===== src/shared/pan_comp_pkg.sv =====
// constants, register map and types for the pixel pan / composite / signature block
`default_nettype none
package pan_comp_pkg;
  // register indices on the plain register port
  localparam logic [2:0] pan_delay_control_addr = 3'h0;
  localparam logic [2:0] composite_select_control_addr = 3'h1;
  localparam logic [2:0] frame_signature_addr = 3'h2;
  localparam logic [2:0] signature_status_addr = 3'h3;
  // field positions
  localparam int pan_delay_lsb = 0;
  localparam int pan_delay_width = 3;
  localparam int pan_overlay_bit = 3;
  localparam int comp_mode_lsb = 0;
  localparam int comp_mode_width = 2;
  // reset values, signature tap mask and top bit
  localparam logic [3:0] pan_delay_control_reset = 4'h0;
  localparam logic [1:0] composite_select_control_reset = 2'h0;
  localparam logic [23:0] signature_init = 24'hff_ffff;
  localparam logic [23:0] signature_tap_mask = 24'h61_0000;
  localparam int signature_top_bit = 23;
  // pipeline depths and fifo
  localparam int pan_max_delay = 7;
  localparam int lut_latency = 2;
  localparam int fifo_depth = 8;
  localparam int fifo_width = 37;
  localparam logic [1:0] read_seq_red = 2'h0;

  typedef enum logic [3:0] {
    comp_pin_keyed = 4'b0001,
    comp_zero_keyed = 4'b0010,
    comp_pin_only = 4'b0100,
    comp_pseudo_only = 4'b1000
  } comp_mode_t;

  typedef enum logic [2:0] {
    pair_first = 3'b001,
    pair_second = 3'b010,
    pair_idle = 3'b100
  } pair_state_t;
endpackage : pan_comp_pkg
`default_nettype wire


===== src/hdl/pixel_pan_composite_checksum.sv =====
// pixel path: sync/blank/overlay panning, pseudo/true compositing, frame signature
`default_nettype none
// Overview of operation
// - sync, blank and chosen overlay delayed 0 to 7 pixels by 3-bit field
// - field zero gives them exactly the pixel data latency; each step adds one
// - bit 3 chooses whether overlays pan with picture; low means pan
// - mode 00: select low gives true, high gives pseudo unless pseudo zero
// - mode 01: select ignored; zero pseudo gives true, else pseudo
// - mode 10: select high gives pseudo, low gives true
// - mode 11: always pseudo; mode from control bits 1 and 0
// - three 24-bit channel signatures set to all ones at vsync rise
// - pixels during blank leave the signatures untouched
// - signatures read back red, then green, then blue
// - two visible bytes form 16-bit word, first low, xored in
// - top bit clear: xor taps, shift, set bit 0; else shift only
module pixel_pan_composite_checksum (
  // clock and reset
  input wire logic clk,
  input wire logic rst_b,
  // pixel input from graphics controller
  input wire logic pix_valid,
  output logic pix_ready,
  input wire logic [7:0] pseudo_in,
  input wire logic [7:0] red_in,
  input wire logic [7:0] green_in,
  input wire logic [7:0] blue_in,
  input wire logic pixel_source_select,
  input wire logic sync_in,
  input wire logic blank_in,
  input wire logic vsync_in,
  input wire logic [1:0] overlay_in,
  // video output
  output logic out_valid,
  input wire logic out_ready,
  output logic out_pseudo_sel,
  output logic [7:0] out_pseudo,
  output logic [23:0] out_true,
  output logic out_sync,
  output logic out_blank,
  output logic [1:0] out_overlay,
  // register port
  input wire logic [2:0] reg_addr,
  input wire logic [31:0] reg_wdata,
  input wire logic reg_write,
  input wire logic reg_read,
  output logic [31:0] reg_rdata
);
  localparam int fw = pan_comp_pkg::fifo_width;

  // register state
  logic [3:0] pan_reg, pan_next;
  logic [1:0] comp_reg, comp_next;
  logic [1:0] rd_seq_reg, rd_seq_next;
  logic [31:0] rdata_reg, rdata_next;

  // signature state
  logic [23:0] sig_reg [3];
  logic [23:0] sig_next [3];
  logic [7:0] first_byte_reg [3];
  logic [7:0] first_byte_next [3];
  pan_comp_pkg::pair_state_t pair_reg, pair_next;
  logic vsync_d_reg, vsync_d_next;
  logic [31:0] frame_count_reg, frame_count_next;

  // pipeline: pixel data stage, then delay line for control
  logic [fw-1:0] fifo_din, fifo_dout;
  logic fifo_in_valid, fifo_in_ready;
  // ctl line holds {sync, blank} of the last eight accepted pixels
  logic [1:0] ctl_line_reg [pan_comp_pkg::pan_max_delay+1];
  logic [1:0] ctl_line_next [pan_comp_pkg::pan_max_delay+1];
  logic [1:0] ovl_line_reg [pan_comp_pkg::pan_max_delay+1];
  logic [1:0] ovl_line_next [pan_comp_pkg::pan_max_delay+1];
  logic [1:0] ctl_tap;
  logic [1:0] ovl_tap;
  logic step;
  logic vsync_rise;

  function automatic pan_comp_pkg::comp_mode_t mode_decode(input logic [1:0] m);
    case (m)
      2'h0: mode_decode = pan_comp_pkg::comp_pin_keyed;
      2'h1: mode_decode = pan_comp_pkg::comp_zero_keyed;
      2'h2: mode_decode = pan_comp_pkg::comp_pin_only;
      default: mode_decode = pan_comp_pkg::comp_pseudo_only;
    endcase
  endfunction : mode_decode

  function automatic logic pick_pseudo(input logic [1:0] m, input logic sel,
                                       input logic [7:0] p);
    case (mode_decode(m))
      pan_comp_pkg::comp_pin_keyed: pick_pseudo = sel && (p != 8'h00);
      pan_comp_pkg::comp_zero_keyed: pick_pseudo = (p != 8'h00);
      pan_comp_pkg::comp_pin_only: pick_pseudo = sel;
      pan_comp_pkg::comp_pseudo_only: pick_pseudo = 1'b1;
      default: pick_pseudo = 1'b1;
    endcase
  endfunction : pick_pseudo

  function automatic logic [23:0] lfsr_step(input logic [23:0] s, input logic [15:0] w);
    logic [23:0] x;
    x = s ^ {8'h00, w};
    // the top bit is tested after the word is folded in
    if (!x[pan_comp_pkg::signature_top_bit]) begin
      lfsr_step = {x[22:0] ^ pan_comp_pkg::signature_tap_mask[22:0], 1'b1};
    end else begin
      lfsr_step = {x[22:0], 1'b0};
    end
  endfunction : lfsr_step

  // the pipeline advances only when a pixel enters; a stalled output backs up the source
  assign step = pix_valid && fifo_in_ready;
  assign pix_ready = fifo_in_ready;
  // one edge detector serves both the signatures and the read order
  assign vsync_rise = vsync_in && !vsync_d_reg;

  // --- delay line for sync, blank, overlay ---
  // holding the line while nothing enters counts delay in pixels, not clocks
  always_comb begin
    ctl_line_next[0] = {sync_in, blank_in};
    ovl_line_next[0] = overlay_in;
    for (int i = 1; i <= pan_comp_pkg::pan_max_delay; i++) begin
      ctl_line_next[i] = ctl_line_reg[i-1];
      ovl_line_next[i] = ovl_line_reg[i-1];
    end
    if (!step) begin
      for (int i = 0; i <= pan_comp_pkg::pan_max_delay; i++) begin
        ctl_line_next[i] = ctl_line_reg[i];
        ovl_line_next[i] = ovl_line_reg[i];
      end
    end
  end

  generate
    for (genvar g = 0; g <= pan_comp_pkg::pan_max_delay; g++) begin : g_line
      always_ff @(posedge clk or negedge rst_b) begin
        if (!rst_b) begin
          ctl_line_reg[g] <= 2'h0;
          ovl_line_reg[g] <= 2'h0;
        end else begin
          ctl_line_reg[g] <= ctl_line_next[g];
          ovl_line_reg[g] <= ovl_line_next[g];
        end
      end
    end
  endgenerate

  // tap 0 is the current pixel, so zero delay matches pixel latency
  // a new delay takes effect on the next pixel; change it in flyback
  always_comb begin
    ctl_tap = ctl_line_next[pan_reg[2:0]];
    // low bit 3: overlay travels with pixel data
    if (!pan_reg[pan_comp_pkg::pan_overlay_bit]) begin
      ovl_tap = overlay_in;
    end else begin
      ovl_tap = ovl_line_next[pan_reg[2:0]];
    end
  end

  // fifo word: choice, sync, blank, overlay, pseudo byte, then true colour
  assign fifo_in_valid = pix_valid;
  assign fifo_din = {pick_pseudo(comp_reg, pixel_source_select, pseudo_in),
                     ctl_tap, ovl_tap,
                     pseudo_in, red_in, green_in, blue_in};

  // eight words of slack let the output side pause without losing pixels
  pixel_fifo #(
    .width(fw),
    .depth(pan_comp_pkg::fifo_depth)
  ) u_fifo (
    .clk(clk),
    .rst_b(rst_b),
    .in_valid(fifo_in_valid),
    .in_ready(fifo_in_ready),
    .in_data(fifo_din),
    .out_valid(out_valid),
    .out_ready(out_ready),
    .out_data(fifo_dout)
  );

  // output data taken straight from fifo storage (registered)
  // the pseudo byte rides along so the colour tables can still index it
  assign out_pseudo_sel = fifo_dout[36];
  assign out_sync = fifo_dout[35];
  assign out_blank = fifo_dout[34];
  assign out_overlay = fifo_dout[33:32];
  assign out_pseudo = fifo_dout[31:24];
  assign out_true = fifo_dout[23:0];

  // --- signatures ---
  // one byte per channel waits in first_byte_reg for its pair partner
  always_comb begin
    vsync_d_next = vsync_in;
    pair_next = pair_reg;
    frame_count_next = frame_count_reg;
    for (int c = 0; c < 3; c++) begin
      sig_next[c] = sig_reg[c];
      first_byte_next[c] = first_byte_reg[c];
    end
    if (vsync_rise) begin
      // pending half pair is dropped with the old frame
      // a pixel in the rise cycle counts in neither signature
      for (int c = 0; c < 3; c++) begin
        sig_next[c] = pan_comp_pkg::signature_init;
      end
      pair_next = pan_comp_pkg::pair_first;
      // frames seen, a software aid for spotting a missed vsync
      frame_count_next = frame_count_reg + 32'h0000_0001;
    end else if (step && !blank_in) begin
      case (pair_reg)
        pan_comp_pkg::pair_first, pan_comp_pkg::pair_idle: begin
          first_byte_next[0] = red_in;
          first_byte_next[1] = green_in;
          first_byte_next[2] = blue_in;
          pair_next = pan_comp_pkg::pair_second;
        end
        pan_comp_pkg::pair_second: begin
          sig_next[0] = lfsr_step(sig_reg[0], {red_in, first_byte_reg[0]});
          sig_next[1] = lfsr_step(sig_reg[1], {green_in, first_byte_reg[1]});
          sig_next[2] = lfsr_step(sig_reg[2], {blue_in, first_byte_reg[2]});
          pair_next = pan_comp_pkg::pair_first;
        end
        default: pair_next = pan_comp_pkg::pair_first;
      endcase
    end
  end

  always_ff @(posedge clk or negedge rst_b) begin
    if (!rst_b) begin
      for (int c = 0; c < 3; c++) begin
        sig_reg[c] <= pan_comp_pkg::signature_init;
        first_byte_reg[c] <= 8'h00;
      end
      pair_reg <= pan_comp_pkg::pair_idle;
      vsync_d_reg <= 1'b0;
      frame_count_reg <= 32'h0000_0000;
    end else begin
      for (int c = 0; c < 3; c++) begin
        sig_reg[c] <= sig_next[c];
        first_byte_reg[c] <= first_byte_next[c];
      end
      pair_reg <= pair_next;
      vsync_d_reg <= vsync_d_next;
      frame_count_reg <= frame_count_next;
    end
  end

  // --- register port ---
  always_comb begin
    pan_next = pan_reg;
    comp_next = comp_reg;
    rd_seq_next = rd_seq_reg;
    rdata_next = 32'h0000_0000;
    if (reg_write) begin
      case (reg_addr)
        pan_comp_pkg::pan_delay_control_addr: pan_next = reg_wdata[3:0];
        pan_comp_pkg::composite_select_control_addr: comp_next = reg_wdata[1:0];
        // a write to the signature register restarts the colour sequence unless a read comes in the same cycle
        pan_comp_pkg::frame_signature_addr: rd_seq_next = pan_comp_pkg::read_seq_red;
        // unmapped writes change nothing
        default: ;
      endcase
    end
    // a read in the rise cycle still wins and moves on from its old place
    if (vsync_rise) begin
      rd_seq_next = pan_comp_pkg::read_seq_red;
    end
    if (reg_read) begin
      case (reg_addr)
        pan_comp_pkg::pan_delay_control_addr: rdata_next = {28'h000_0000, pan_reg};
        pan_comp_pkg::composite_select_control_addr: rdata_next = {30'h0000_0000, comp_reg};
        pan_comp_pkg::frame_signature_addr: begin
          // red, green, blue then back to red
          // outside flyback the value read is still moving
          case (rd_seq_reg)
            2'h0: rdata_next = {8'h00, sig_reg[0]};
            2'h1: rdata_next = {8'h00, sig_reg[1]};
            default: rdata_next = {8'h00, sig_reg[2]};
          endcase
          rd_seq_next = (rd_seq_reg == 2'h2) ? pan_comp_pkg::read_seq_red
                                             : rd_seq_reg + 2'h1;
        end
        pan_comp_pkg::signature_status_addr: rdata_next = frame_count_reg;
        default: rdata_next = 32'h0000_0000;
      endcase
    end
  end

  always_ff @(posedge clk or negedge rst_b) begin
    if (!rst_b) begin
      pan_reg <= pan_comp_pkg::pan_delay_control_reset;
      comp_reg <= pan_comp_pkg::composite_select_control_reset;
      rd_seq_reg <= pan_comp_pkg::read_seq_red;
      rdata_reg <= 32'h0000_0000;
    end else begin
      pan_reg <= pan_next;
      comp_reg <= comp_next;
      rd_seq_reg <= rd_seq_next;
      rdata_reg <= rdata_next;
    end
  end

  assign reg_rdata = rdata_reg;
endmodule : pixel_pan_composite_checksum
`default_nettype wire


===== src/hdl/pixel_fifo.sv =====
// small synchronous fifo with valid/ready on both sides
`default_nettype none
module pixel_fifo #(
  parameter int width = 27,
  parameter int depth = 8
) (
  // clock and reset
  input wire logic clk,
  input wire logic rst_b,
  // fill side
  input wire logic in_valid,
  output logic in_ready,
  input wire logic [width-1:0] in_data,
  // drain side
  output logic out_valid,
  input wire logic out_ready,
  output logic [width-1:0] out_data
);
  // pointers wrap by overflow, so depth must be a power of two
  localparam int aw = $clog2(depth);
  logic [width-1:0] mem [depth];
  logic [aw-1:0] wr_ptr_reg, wr_ptr_next, rd_ptr_reg, rd_ptr_next;
  logic [aw:0] count_reg, count_next;
  logic push, pop;

  assign in_ready = (count_reg != (aw+1)'(depth));
  assign out_valid = (count_reg != '0);
  assign push = in_valid && in_ready;
  assign pop = out_valid && out_ready;
  assign out_data = mem[rd_ptr_reg];

  always_comb begin
    wr_ptr_next = push ? wr_ptr_reg + aw'(1) : wr_ptr_reg;
    rd_ptr_next = pop ? rd_ptr_reg + aw'(1) : rd_ptr_reg;
    count_next = count_reg;
    if (push && !pop) begin
      count_next = count_reg + (aw+1)'(1);
    end else if (pop && !push) begin
      count_next = count_reg - (aw+1)'(1);
    end
  end

  always_ff @(posedge clk or negedge rst_b) begin
    if (!rst_b) begin
      wr_ptr_reg <= '0;
      rd_ptr_reg <= '0;
      count_reg <= '0;
    end else begin
      wr_ptr_reg <= wr_ptr_next;
      rd_ptr_reg <= rd_ptr_next;
      count_reg <= count_next;
    end
  end

  // storage has no reset; it is never read while empty
  always_ff @(posedge clk) begin
    if (push) begin
      mem[wr_ptr_reg] <= in_data;
    end
  end
endmodule : pixel_fifo
`default_nettype wire


===== config.mk =====
export PLATFORM = sky130hd
export DESIGN_NAME = pixel_pan_composite_checksum
export DESIGN_NICKNAME = d
export VERILOG_FILES = /design/src/shared/pan_comp_pkg.sv /design/src/hdl/pixel_pan_composite_checksum.sv /design/src/hdl/pixel_fifo.sv
export SDC_FILE = /design/constraint.sdc
export NUM_CORES = 1
export LEC_CHECK = 0
export ABC_CLOCK_PERIOD_IN_PS = 7700
export BUFFER_PORTS_ARGS = -buffer_cell sky130_fd_sc_hd__buf_4
export CORE_ASPECT_RATIO = 1.2
export CORE_UTILIZATION = 24
export DETAILED_ROUTE_END_ITERATION = 10
export SLEW_MARGIN = 0
export SYNTH_ARGS = -nofsm -noshare
export SYNTH_HDL_FRONTEND = slang
export SYNTH_SLANG_ARGS = --single-unit

===== constraint.sdc =====
create_clock -name clk -period 7.7 [get_ports clk]
set_input_delay 0.77 -clock clk [delete_from_list [all_inputs] [get_ports clk]]
set_output_delay 0.77 -clock clk [all_outputs]
set_load 0.005 [all_outputs]

# Yosys cells after proc, flatten, opt, wreduce, memory -nomap -nowiden
# Memory sizes are Yosys's and may differ from the RTL's.
# Cells that the tools add are included.
[word_totals] memories=1 wordCells=119 output_inout_bits=71 input_bits=79 reg_bits=214 ramBits=296
[classes] eq_ne=14 n_mux=33 bitwise_logic=8 order_cmp=1 add_sub_neg=6 n_reduce_logical=24
[memory_table] name="u_fifo.mem" depth=8 word_bits=37 read_ports=1 rd_ports_with_merged_regs=0 write_ports=1 line_no="pixel_fifo.sv:21" rtl="logic [width-1:0] mem [depth];"
[ops] op="two-way mux 72 bit" count=3
[ops] op="one-hot mux 32 bit (4 select lines)" count=1
[ops] op="two-way mux 24 bit" count=3
[ops] op="XOR 24 x 16 -> 24 bit" count=3
[ops] op="one-hot mux 24 bit (2 select lines)" count=1
[ops] op="adder 32 x 1 -> 32 bit (second input constant)" count=1
[ops] op="two-way mux 16 bit" count=2
[ops] op="two-way mux 32 bit" count=1
[ops] op="two-way mux 2 bit" count=12
[ops] op="binary-select mux 2 bit (select 3 bit)" count=2
[ops] op="one-hot mux 4 bit (3 select lines)" count=1
[ops] op="equality test 3 x 2 -> 1 bit (second input constant)" count=3
[ops] op="NOT 3 bit" count=3
[ops] op="two-way mux 4 bit" count=2
[ops] op="nonzero test 8 bit" count=1
[ops] op="logical AND 1 bit" count=7
[ops] op="adder 3 x 1 -> 3 bit (second input constant)" count=2
[ops] op="equality test 3 x 1 -> 1 bit (second input constant)" count=2
[ops] op="two-way mux 3 bit" count=2
[ops] op="AND reduction 2 bit" count=3
[ops] op="nonzero test 2 bit" count=3
[ops] op="adder 4 x 1 -> 4 bit (second input constant)" count=1
[ops] op="equality test 2 x 1 -> 1 bit (second input constant)" count=2
[ops] op="equality test 2 bit (second input constant)" count=2
[ops] op="18 further kinds" count=23

# Logic depth before layout (Yosys ltp)
# Gate-level depths: netlist of run 1.
[logic_depth] word_depth=7 ltp_mapped=13 mapped_depth_nobuf=11

# Cells and area by module
# From an unflattened synthesis of run 1, not the netlist that was laid out.
[hier_totals] hier_cells=1314 area_unflattened_um2=21201.6
[by_module_without_submodules] module="pixel_fifo" area_per_inst_um2=11728.7 seq_area_each_um2=9138.8 cells_each=489 n_inst=1
[by_module_without_submodules] module="pixel_pan_composite_checksum" area_per_inst_um2=9472.8 seq_area_each_um2=5196.2 cells_each=825 n_inst=1

# Worst setup path before layout of run 1
# OpenSTA, ideal clock, no wires.
[synth_timing] path_type="in2reg" from="in pix_valid" to="mem u_fifo.mem[0][0] (netlist bit), enable pin" arrival_ns=4.899 setup_ns=0.523 path_stages=5 required_time_ns=7.177 n_path_buf=3 setup_slack_ns=2.277 cell_sequence="nand2_1 buf_4 buf_2 buf_1 nor4_1"
[synth_via] elab_chain_len=3
[synth_lines] element="start, declared" line_no="pixel_pan_composite_checksum.sv:21" rtl="input wire logic pix_valid,"
[synth_lines] element="logical AND 1 bit" line_no="pixel_fifo.sv:28" rtl="assign push = in_valid && in_ready;"
[synth_lines] element="two-way mux 1 bit" line_no="pixel_fifo.sv:57" rtl="if (push) begin"
[synth_lines] element="two-way mux 1 bit (implied by the code)" line_no="pixel_fifo.sv:58" rtl="mem[wr_ptr_reg] <= in_data;"
[synth_lines] element="end, declared" line_no="pixel_fifo.sv:21"
# Every way passes these cells.

# Final worst setup path of run 1
[layout_timing] from="reg u_fifo.rd_ptr_reg[0]" to="out out_true[7]"
[layout_via] elab_chain_len=1
[layout_lines] element="start, declared" line_no="pixel_fifo.sv:22" rtl="logic [aw-1:0] wr_ptr_reg, wr_ptr_next, rd_ptr_reg, rd_ptr_next;"
[layout_lines] element="start signal, assigned" line_no="pixel_fifo.sv:50" rtl="rd_ptr_reg <= rd_ptr_next;"
[layout_lines] element="memory (8 x 37 bit)"
[layout_lines] element="end, declared" line_no="pixel_pan_composite_checksum.sv:37" rtl="output logic [23:0] out_true,"
# Every way passes these cells.

==> summary.md, run 1 <==
| Metric | Value |
|---|---|
| Register area share after synthesis | 0.674 |
| Hold Buf Count CTS | 0 |
| Antenna Violating Nets Remaining | 0 |
| Maximum vdd drop | 224 uV |
| Clock root buffer | clkbuf_16 |
| Cell with the most instances after synthesis | edfxtp_1 |
| First-pass detailed-route iteration total | 7 |
| Die Wd | 274 um |
| Synth Flop Type | edfxtp_1 |
| Tot GR Track Use | 0.112 |
| Crit-path leading delay family | buffers and inverters |
| H-tree Lvls | 2 |
| Crit path DAT | 3.39 ns |
| Cell Pwr Density | 341 nW/um^2 |
| Placer's final routability congestion estimate | 0.757 |
| DR iter-0 viols | 878 |
| Routed Wire Length | 50600 um |
| Min Clock Period, post-route | 4.16 ns |
| Via density | 4.41 |
| Post-synth top cells | edfxtp_1 (296), nand2_1 (191), dfrtp_1 (141), xnor2_1 (82), mux2_2 (77) |
| CP Class | reg2out |
| Final Skew | 0.0312 ns |
| Hpwl dp | 31600 um |
| Largest cells by area after synthesis | edfxtp_1 (42%), dfrtp_1 (17%), dfstp_2 (9.0%), mux4_2 (7.8%), mux2_2 (4.1%) |
| Largest net degree at the start of global routing | 133 |
| Fin. Hold Viols | 0 |
| Worst setup SP type | flip-flop |
| Vias in the first global route | 12500 |
| IO buf count | 121 |
| CTS clk-pin slew, worst paths | 0.06 ns |
| Later-pin clock latency in the skew report | 0.61 ns |
| Mapped cell area | 21300 sq um |
| Fin. max-slew vios | 0 |
| Post-route clock period utilization | 0.540 |
| Synthesis-to-finish area growth | 18.7% |
| CTS resizes | 0 |
| Total core area | 87700 sq um |
| Worst-path maximum fanout | 46 |
| Max-cap viol count | 0 |
| Setup TNS | 0 ns |
| Hold Worst Slack | 0.122 ns |
| Mean Syn Cell Area | 15.2 sq um |
| Longest Clk Path Bufs | 3 |
| Slowest CP cell | buf_4 |
| Number of flip-flops in the largest register | 296 |
| Area leader, netlist | edfxtp_1 |
| Syn Inst Count | 1396 |
| Clock sinks | 510 |
| Top-area cell type share of the netlist area | 0.418 |
| Routed length per placed instance | 18.7 um |
| CP required | 6.93 ns |
| Synth warnings | 0 |
| RSZ-0062 raised after global routing | false |
| FP Rows | 119 |
| Routed via count | 11900 |
| Slew margin rel. | 0.166 |
| DRC viols | 0 |
| CTS buffer count | 52 |
| Yosys cell types | 58 |
| I/O Pins | 150 |
| Global-route wire length before repair | 76600 um |
| Critical Path Max Stage Delay | 0.84 ns |
| Async SR Flop Fraction | 0.420 |
| CTS tree | yes |
| Status | finished clean |
| Finished Core Util | 0.288 |
| Die height | 328 um |
| CP Buf/Inv Count | 2 |
| Number of enable flip-flop cells after synthesis | 296 |
| FMAX | 240 MHz |
| Worst setup margin | 3.54 ns |
| Initial Utilization | 0.242 |
| Leakage power | 9.44 nW |
| Postcts setup bufs | 0 |
| Hold Path Class | in2async |
| Worst-path cell chain | buf_4 -> mux4_2 -> mux2_2 -> buf_4 |
| Syn nets | 1482 |
| Slew at the pin closest to its max-slew limit | 1.25 ns |
| Die area | 89800 sq um |
| Nets@finish | 1597 |
| Final Setup Violations | 0 |
| Crit path top cell by count | buf_4 |
| #FFs+latches synth | 510 |
| GRT overflow | 0 |
| Worst slack, placed | 3.67 ns |
| Layout cells sized above 1 | 0.302 |
| Fillers | 8667 |
| Crit. End Element | output port |
| Initial antenna violation count | 5 |
| R2r setup slk | 3.70 ns |
[metal layers]
layer  wire length [um]  part of all wire  vias to the layer above  GRT usage
met5                 56            0.0011                        -          0
li1                   -                 -                     5438          -
met1              21400              0.42                     6171      0.138
met2              25300              0.50                      216      0.193
met3               2520             0.050                       77     0.0258
met4               1330             0.026                       10     0.0357
[stage by stage]
| stage | total power (W) | std cells | instance area (sq um) |
|---|---|---|---|
| finish | 0.00859 | 2704 | 25200 |
| global route | 0.00903 | 2703 | 25200 |
| CTS | 0.00875 | 2703 | 25200 |
| detailed placement | 0.00611 | 2606 | 23500 |
| global placement | 0.00603 | 2606 | 23500 |
| floorplan | 0.00520 | 1396 | 21300 |
[path summary, 6_finish.rpt]
path,from,end,depth (start not counted)
setup / recovery,u_fifo.rd_ptr_reg[0]$_DFFE_PN0P_,out_true[7],4
hold / removal,rst_b,reg_rdata[31]$_DFF_PN0_,1
setup reg to reg,u_fifo.count_reg[0]$_DFFE_PN0P_,u_fifo.mem[5][32]$_DFFE_PP_,7
hold reg to reg,ovl_line_reg[1]$_DFF_PN0_,ovl_line_reg[1]$_DFF_PN0_,2
max in group asynchronous,rst_b,frame_count_reg[16]$_DFFE_PN0P_,2
min in group clk,vsync_in,vsync_d_reg$_DFF_PN0_,1
[worst reg2reg max path: cells and delay by family (launching register included)]
family                 cells  cell delay, ns
AO/OA/AOI/OAI              2            1.12
flip-flops                 1            0.44
AND/OR/NAND/NOR            3            1.03
buffers and inverters      2            1.05
[cells in the final DEF, fill, tap and decap left out, types with 4 or more instances in the layout]
cell       instances
bufinv_16          6
nand2_1          191
clkinv_1           6
nand3_1           33
and2_1             8
a21o_1            10
nor3_1             7
o22ai_1            4
o21ai_0           36
mux2i_1           48
mux4_2            74
ha_1               6
buf_4            139
dfstp_2           73
inv_1              8
mux2_2            77
or4_1              4
dfrtp_1          138
a211oi_1          11
nand2b_1           7
clkinv_2          10
or3_1              4
inv_4              4
nor2b_1            6
clkbuf_16         54
and3_1            11
nor2_1            45
clkbuf_1           5
nand4_1           11
xnor2_1           82
xor2_1            12
o211ai_1          57
edfxtp_1         296
a21oi_1            8
nor3_2             4
[power breakdown]
part / total (W) / leakage, nW / internal, W / switching (W)
Clock: 0.00261 / 0.876 / 0.00151 / 0.00109
Combinational: 0.00221 / 3.31 / 0.00114 / 0.00107
Sequential: 0.00377 / 5.25 / 0.00344 / 0.000328
Total: 0.00859 / 9.44 / 0.00610 / 0.00249
[logic make-up after synthesis]
logic type | after synthesis | synth area share
AOI/OAI and AO/OA | 146 | 0.0469
muxes | 199 | 0.142
xor gates and xnor gates | 94 | 0.0387
adders and majority gates | 7 | 0.00447
DFF | 510 | 0.674
buffers and inverters | 87 | 0.0185
and+or+nand+nor | 353 | 0.0752
[final cells by class]
cell class	instances	area [sq um]	area share
timing repair buffer	140	1060	0.0419
multi-input combinational	799	6590	0.261
antenna	1	2.50	0.0000992
inverter	8	30.0	0.00119
tap	1149	1440	0.0570
sequential	510	14300	0.569
clock inverter	35	364	0.0144
clock buffer	62	1400	0.0556
Power figures use the tool's default switching activity.
==> run 2, diff against run 1 <==
- ABC_CLOCK_PERIOD_IN_PS: 7700 -> 3390
- clock period: 7.7 -> 3.39 ns (I/O delays scaled with it)
==> run 2 against run 1 <==
  * Flip-flop and latch count did not move
  * First-iteration DRC count shrank 7.1%
  * Clock-buffer cell count rose by 3
  * Total power rose by 130%
==> summary.md, run 2 (same netlist as run 1, synthesis figures left out) <==
| Metric | Value |
|---|---|
| Worst setup SP type | flip-flop (unchanged) |
| Switching power | 0.00567 W (was 0.00249 W) |
| Initial antenna violation count | 5 (unchanged) |
| Crit. End Element | output port (unchanged) |
| R2r setup slk | 0.44 ns (was 3.70 ns) |
| Postcts setup bufs | 0 (unchanged) |
| DRC viols | 0 (unchanged) |
| Hpwl dp | 32800 um (was 31600 um) |
| Worst R2R End | u_fifo.mem[6][34]$_DFFE_PP_ (was u_fifo.mem[5][32]$_DFFE_PP_) |
| Fin. max-slew vios | 0 (unchanged) |
| Initial Utilization | 0.242 (unchanged) |
| Maximum vdd drop | 398 uV (was 224 uV) |
| CTS buffer count | 52 (unchanged) |
| Combinational power share | 0.261 (was 0.258) |
| Placer's final routability congestion estimate | 0.766 (was 0.757) |
| CP Class | reg2out (unchanged) |
| Worst setup margin | 0.352 ns (was 3.54 ns) |
| Longest Clk Path Bufs | 3 (unchanged) |
| Min Clock Period, post-route | 3.04 ns |
| Reg2reg path depth | 6 (was 7) |
| Final Setup Violations | 0 (unchanged) |
| Commonest non-fill, non-tap cell in the layout | edfxtp_1 (unchanged) |
| Worst-path maximum fanout | 28 (was 46) |
| Critical Path Max Stage Delay | 0.82 ns (was 0.84 ns) |
| Gr busiest metal | met2 (unchanged) |
| FP Rows | 119 (unchanged) |
| RSZ-0062 raised after global routing | false (unchanged) |
| First-pass detailed-route iteration total | 5 (was 7) |
| Hold Path Cell Cnt | 1 |
| Sw frac | 0.288 (was 0.290) |
| CP required | 3.05 ns (was 6.93 ns) |
| Status | finished clean (unchanged) |
| M2 GR Usage | 0.195 (was 0.193) |
| CTS clk-pin slew, worst paths | 0.06 ns (about the same) |
| Int Pwr | 0.0141 W (was 0.00610 W) |
| Fin area | 25600 sq um (was 25200 sq um) |
| Max-cap viol count | 0 (unchanged) |
| Later-pin clock latency in the skew report | 0.60 ns (was 0.61 ns) |
| Hold Path Class | in2reg (was in2async) |
| Min-delay src | red_in[5] |
| Die Wd | 274 um (unchanged) |
| CTS tree | yes (unchanged) |
| Final Skew | 0.0172 ns (was 0.0312 ns) |
| Clock root buffer | clkbuf_16 (unchanged) |
| FMAX | 329 MHz |
| Nets@finish | 1626 (was 1597) |
| Largest net degree at the start of global routing | 80 (was 133) |
| H-tree Lvls | 2 (unchanged) |
| Slowest CP cell | dfrtp_4 (was buf_4) |
| GRT overflow | 0 (unchanged) |
| M1 GR Usage | 0.144 (was 0.138) |
| Slew at the pin closest to its max-slew limit | 0.882 ns (was 1.25 ns) |
| Antenna Violating Nets Remaining | 0 (unchanged) |
| Synthesis-to-finish area growth | 20.3% (was 18.7%) |
| DR iter-0 viols | 816 (was 878) |
| Via density | 4.43 (was 4.41) |
| Worst r2r src | u_fifo.count_reg[0]$_DFFE_PN0P_ (unchanged) |
| Routed Wire Length | 50900 um (was 50600 um) |
| Worst slack, placed | 0.474 ns (was 3.67 ns) |
| Clk network pwr share | 0.302 (was 0.303) |
| Global-route wire length before repair | 77800 um (was 76600 um) |
| Die area | 89800 sq um (unchanged) |
| Fin. Hold Viols | 0 (unchanged) |
| Total core area | 87700 sq um (unchanged) |
| Finished Core Util | 0.292 (was 0.288) |
| Leakage power | 9.59 nW (was 9.44 nW) |
| Routed via count | 12100 (was 11900) |
| I/O Pins | 150 (unchanged) |
| Layout cells sized above 1 | 0.300 (was 0.302) |
| WHS Endpoint | u_fifo.mem[0][21]$_DFFE_PP_ |
| Number of flip-flops in the largest register | 296 (unchanged) |
| Worst-path cell chain | buf_12 -> mux4_2 -> mux2_2 -> buf_4 (was buf_4 -> mux4_2 -> mux2_2 -> buf_4) |
| Most frequent cells in the layout | edfxtp_1 (296), nand2_1 (190), buf_4 (144), dfrtp_1 (138), xnor2_1 (82) (was edfxtp_1 (296), nand2_1 (191), buf_4 (139), dfrtp_1 (138), xnor2_1 (82)) |
| Clock sinks | 510 (unchanged) |
| Met3 Track Usage GR | 0.0224 (was 0.0258) |
| Crit path DAT | 2.70 ns (was 3.39 ns) |
| Post-route clock period utilization | 0.896 |
| Seq pwr share | 0.437 (was 0.439) |
| Routed length per placed instance | 18.7 um (about the same) |
| Tot GR Track Use | 0.114 (was 0.112) |
| # diodes | 0 (was 1) |
| IO buf count | 121 (unchanged) |
| Cell Pwr Density | 771 nW/um^2 (was 341 nW/um^2) |
| Slew margin rel. | 0.403 (was 0.166) |
| Dpl cell area | 23600 sq um (was 23500 sq um) |
| Die height | 328 um (unchanged) |
| Vias in the first global route | 12600 (was 12500) |
run 2: repair_timing:
action / 4_1_cts / 5_1_grt
hold buffers: 18 / 0
endpoints found under the setup margin: 0 / 0
hold endpoints to repair: 152 / 0
resized for setup: 0 / 0
run 2: metal layers:
metal,vias up,routed length (um)
li1,5503,-
met1,6280,21800
met2,239,25300
met3,77,2570
met4,8,1190
met5,-,58
run 2: how the worst max path moves through the flow:
stage / start / endpoint / cells past startpoint
after detailed placement: u_fifo.count_reg[0]$_DFFE_PN0P_ / u_fifo.mem[6][34]$_DFFE_PP_ / 6
after global placement: u_fifo.count_reg[0]$_DFFE_PN0P_ / u_fifo.mem[4][33]$_DFFE_PP_ / 6
after CTS: u_fifo.rd_ptr_reg[0]$_DFFE_PN0P_ / out_pseudo[5] / 4
after global routing: u_fifo.rd_ptr_reg[0]$_DFFE_PN0P_ / out_true[17] / 4
after floorplan: u_fifo.count_reg[3]$_DFFE_PN0P_ / u_fifo.mem[4][0]$_DFFE_PP_ / 6
final: u_fifo.rd_ptr_reg[0]$_DFFE_PN0P_ / out_true[10] / 4
run 2: worst max-delay path: cells and delay by family (launching register included):
family	cells	cell delay [ns]
muxes	2	0.83
DFF	1	0.82
buffers and inverters	2	0.40
run 2: cell type report:
| type | instances | area (sq um) |
|---|---|---|
| fill | 8673 | 62100 |
| clock buffer | 65 | 1380 |
| inverter | 8 | 30.0 |
| sequential | 510 | 14300 |
| timing repair buffer | 169 | 1400 |
| clock inverter | 30 | 392 |
| multi-input combinational | 799 | 6600 |
| tap | 1149 | 1440 |
run 2: power groups by stage:
stage / sequential, W / clock, W / combinational [W]
floorplan: 0.00836 / 0 / 0.00345
global placement: 0.00867 / 0 / 0.00519
detailed placement: 0.00875 / 0 / 0.00527
CTS: 0.00863 / 0.00613 / 0.00531
global route: 0.00875 / 0.00637 / 0.00562
finish: 0.00861 / 0.00597 / 0.00515
run 2: stage by stage:
| stage | hold slack [ns] | power (W) | TNS, ns | std cells |
|---|---|---|---|---|
| 5_1_grt | 0.0201 | 0.0207 | 0 | 2730 |
| 2_1_floorplan | 0.0434 | 0.0118 | -111.82 | 1396 |
| 4_1_cts | 0.00307 | 0.0201 | 0 | 2730 |
| 6_report | 0.0307 | 0.0197 | 0 | 2730 |
| 3_5_place_dp | 0.409 | 0.0140 | 0 | 2617 |
| 3_3_place_gp | 0.395 | 0.0139 | 0 | 2617 |
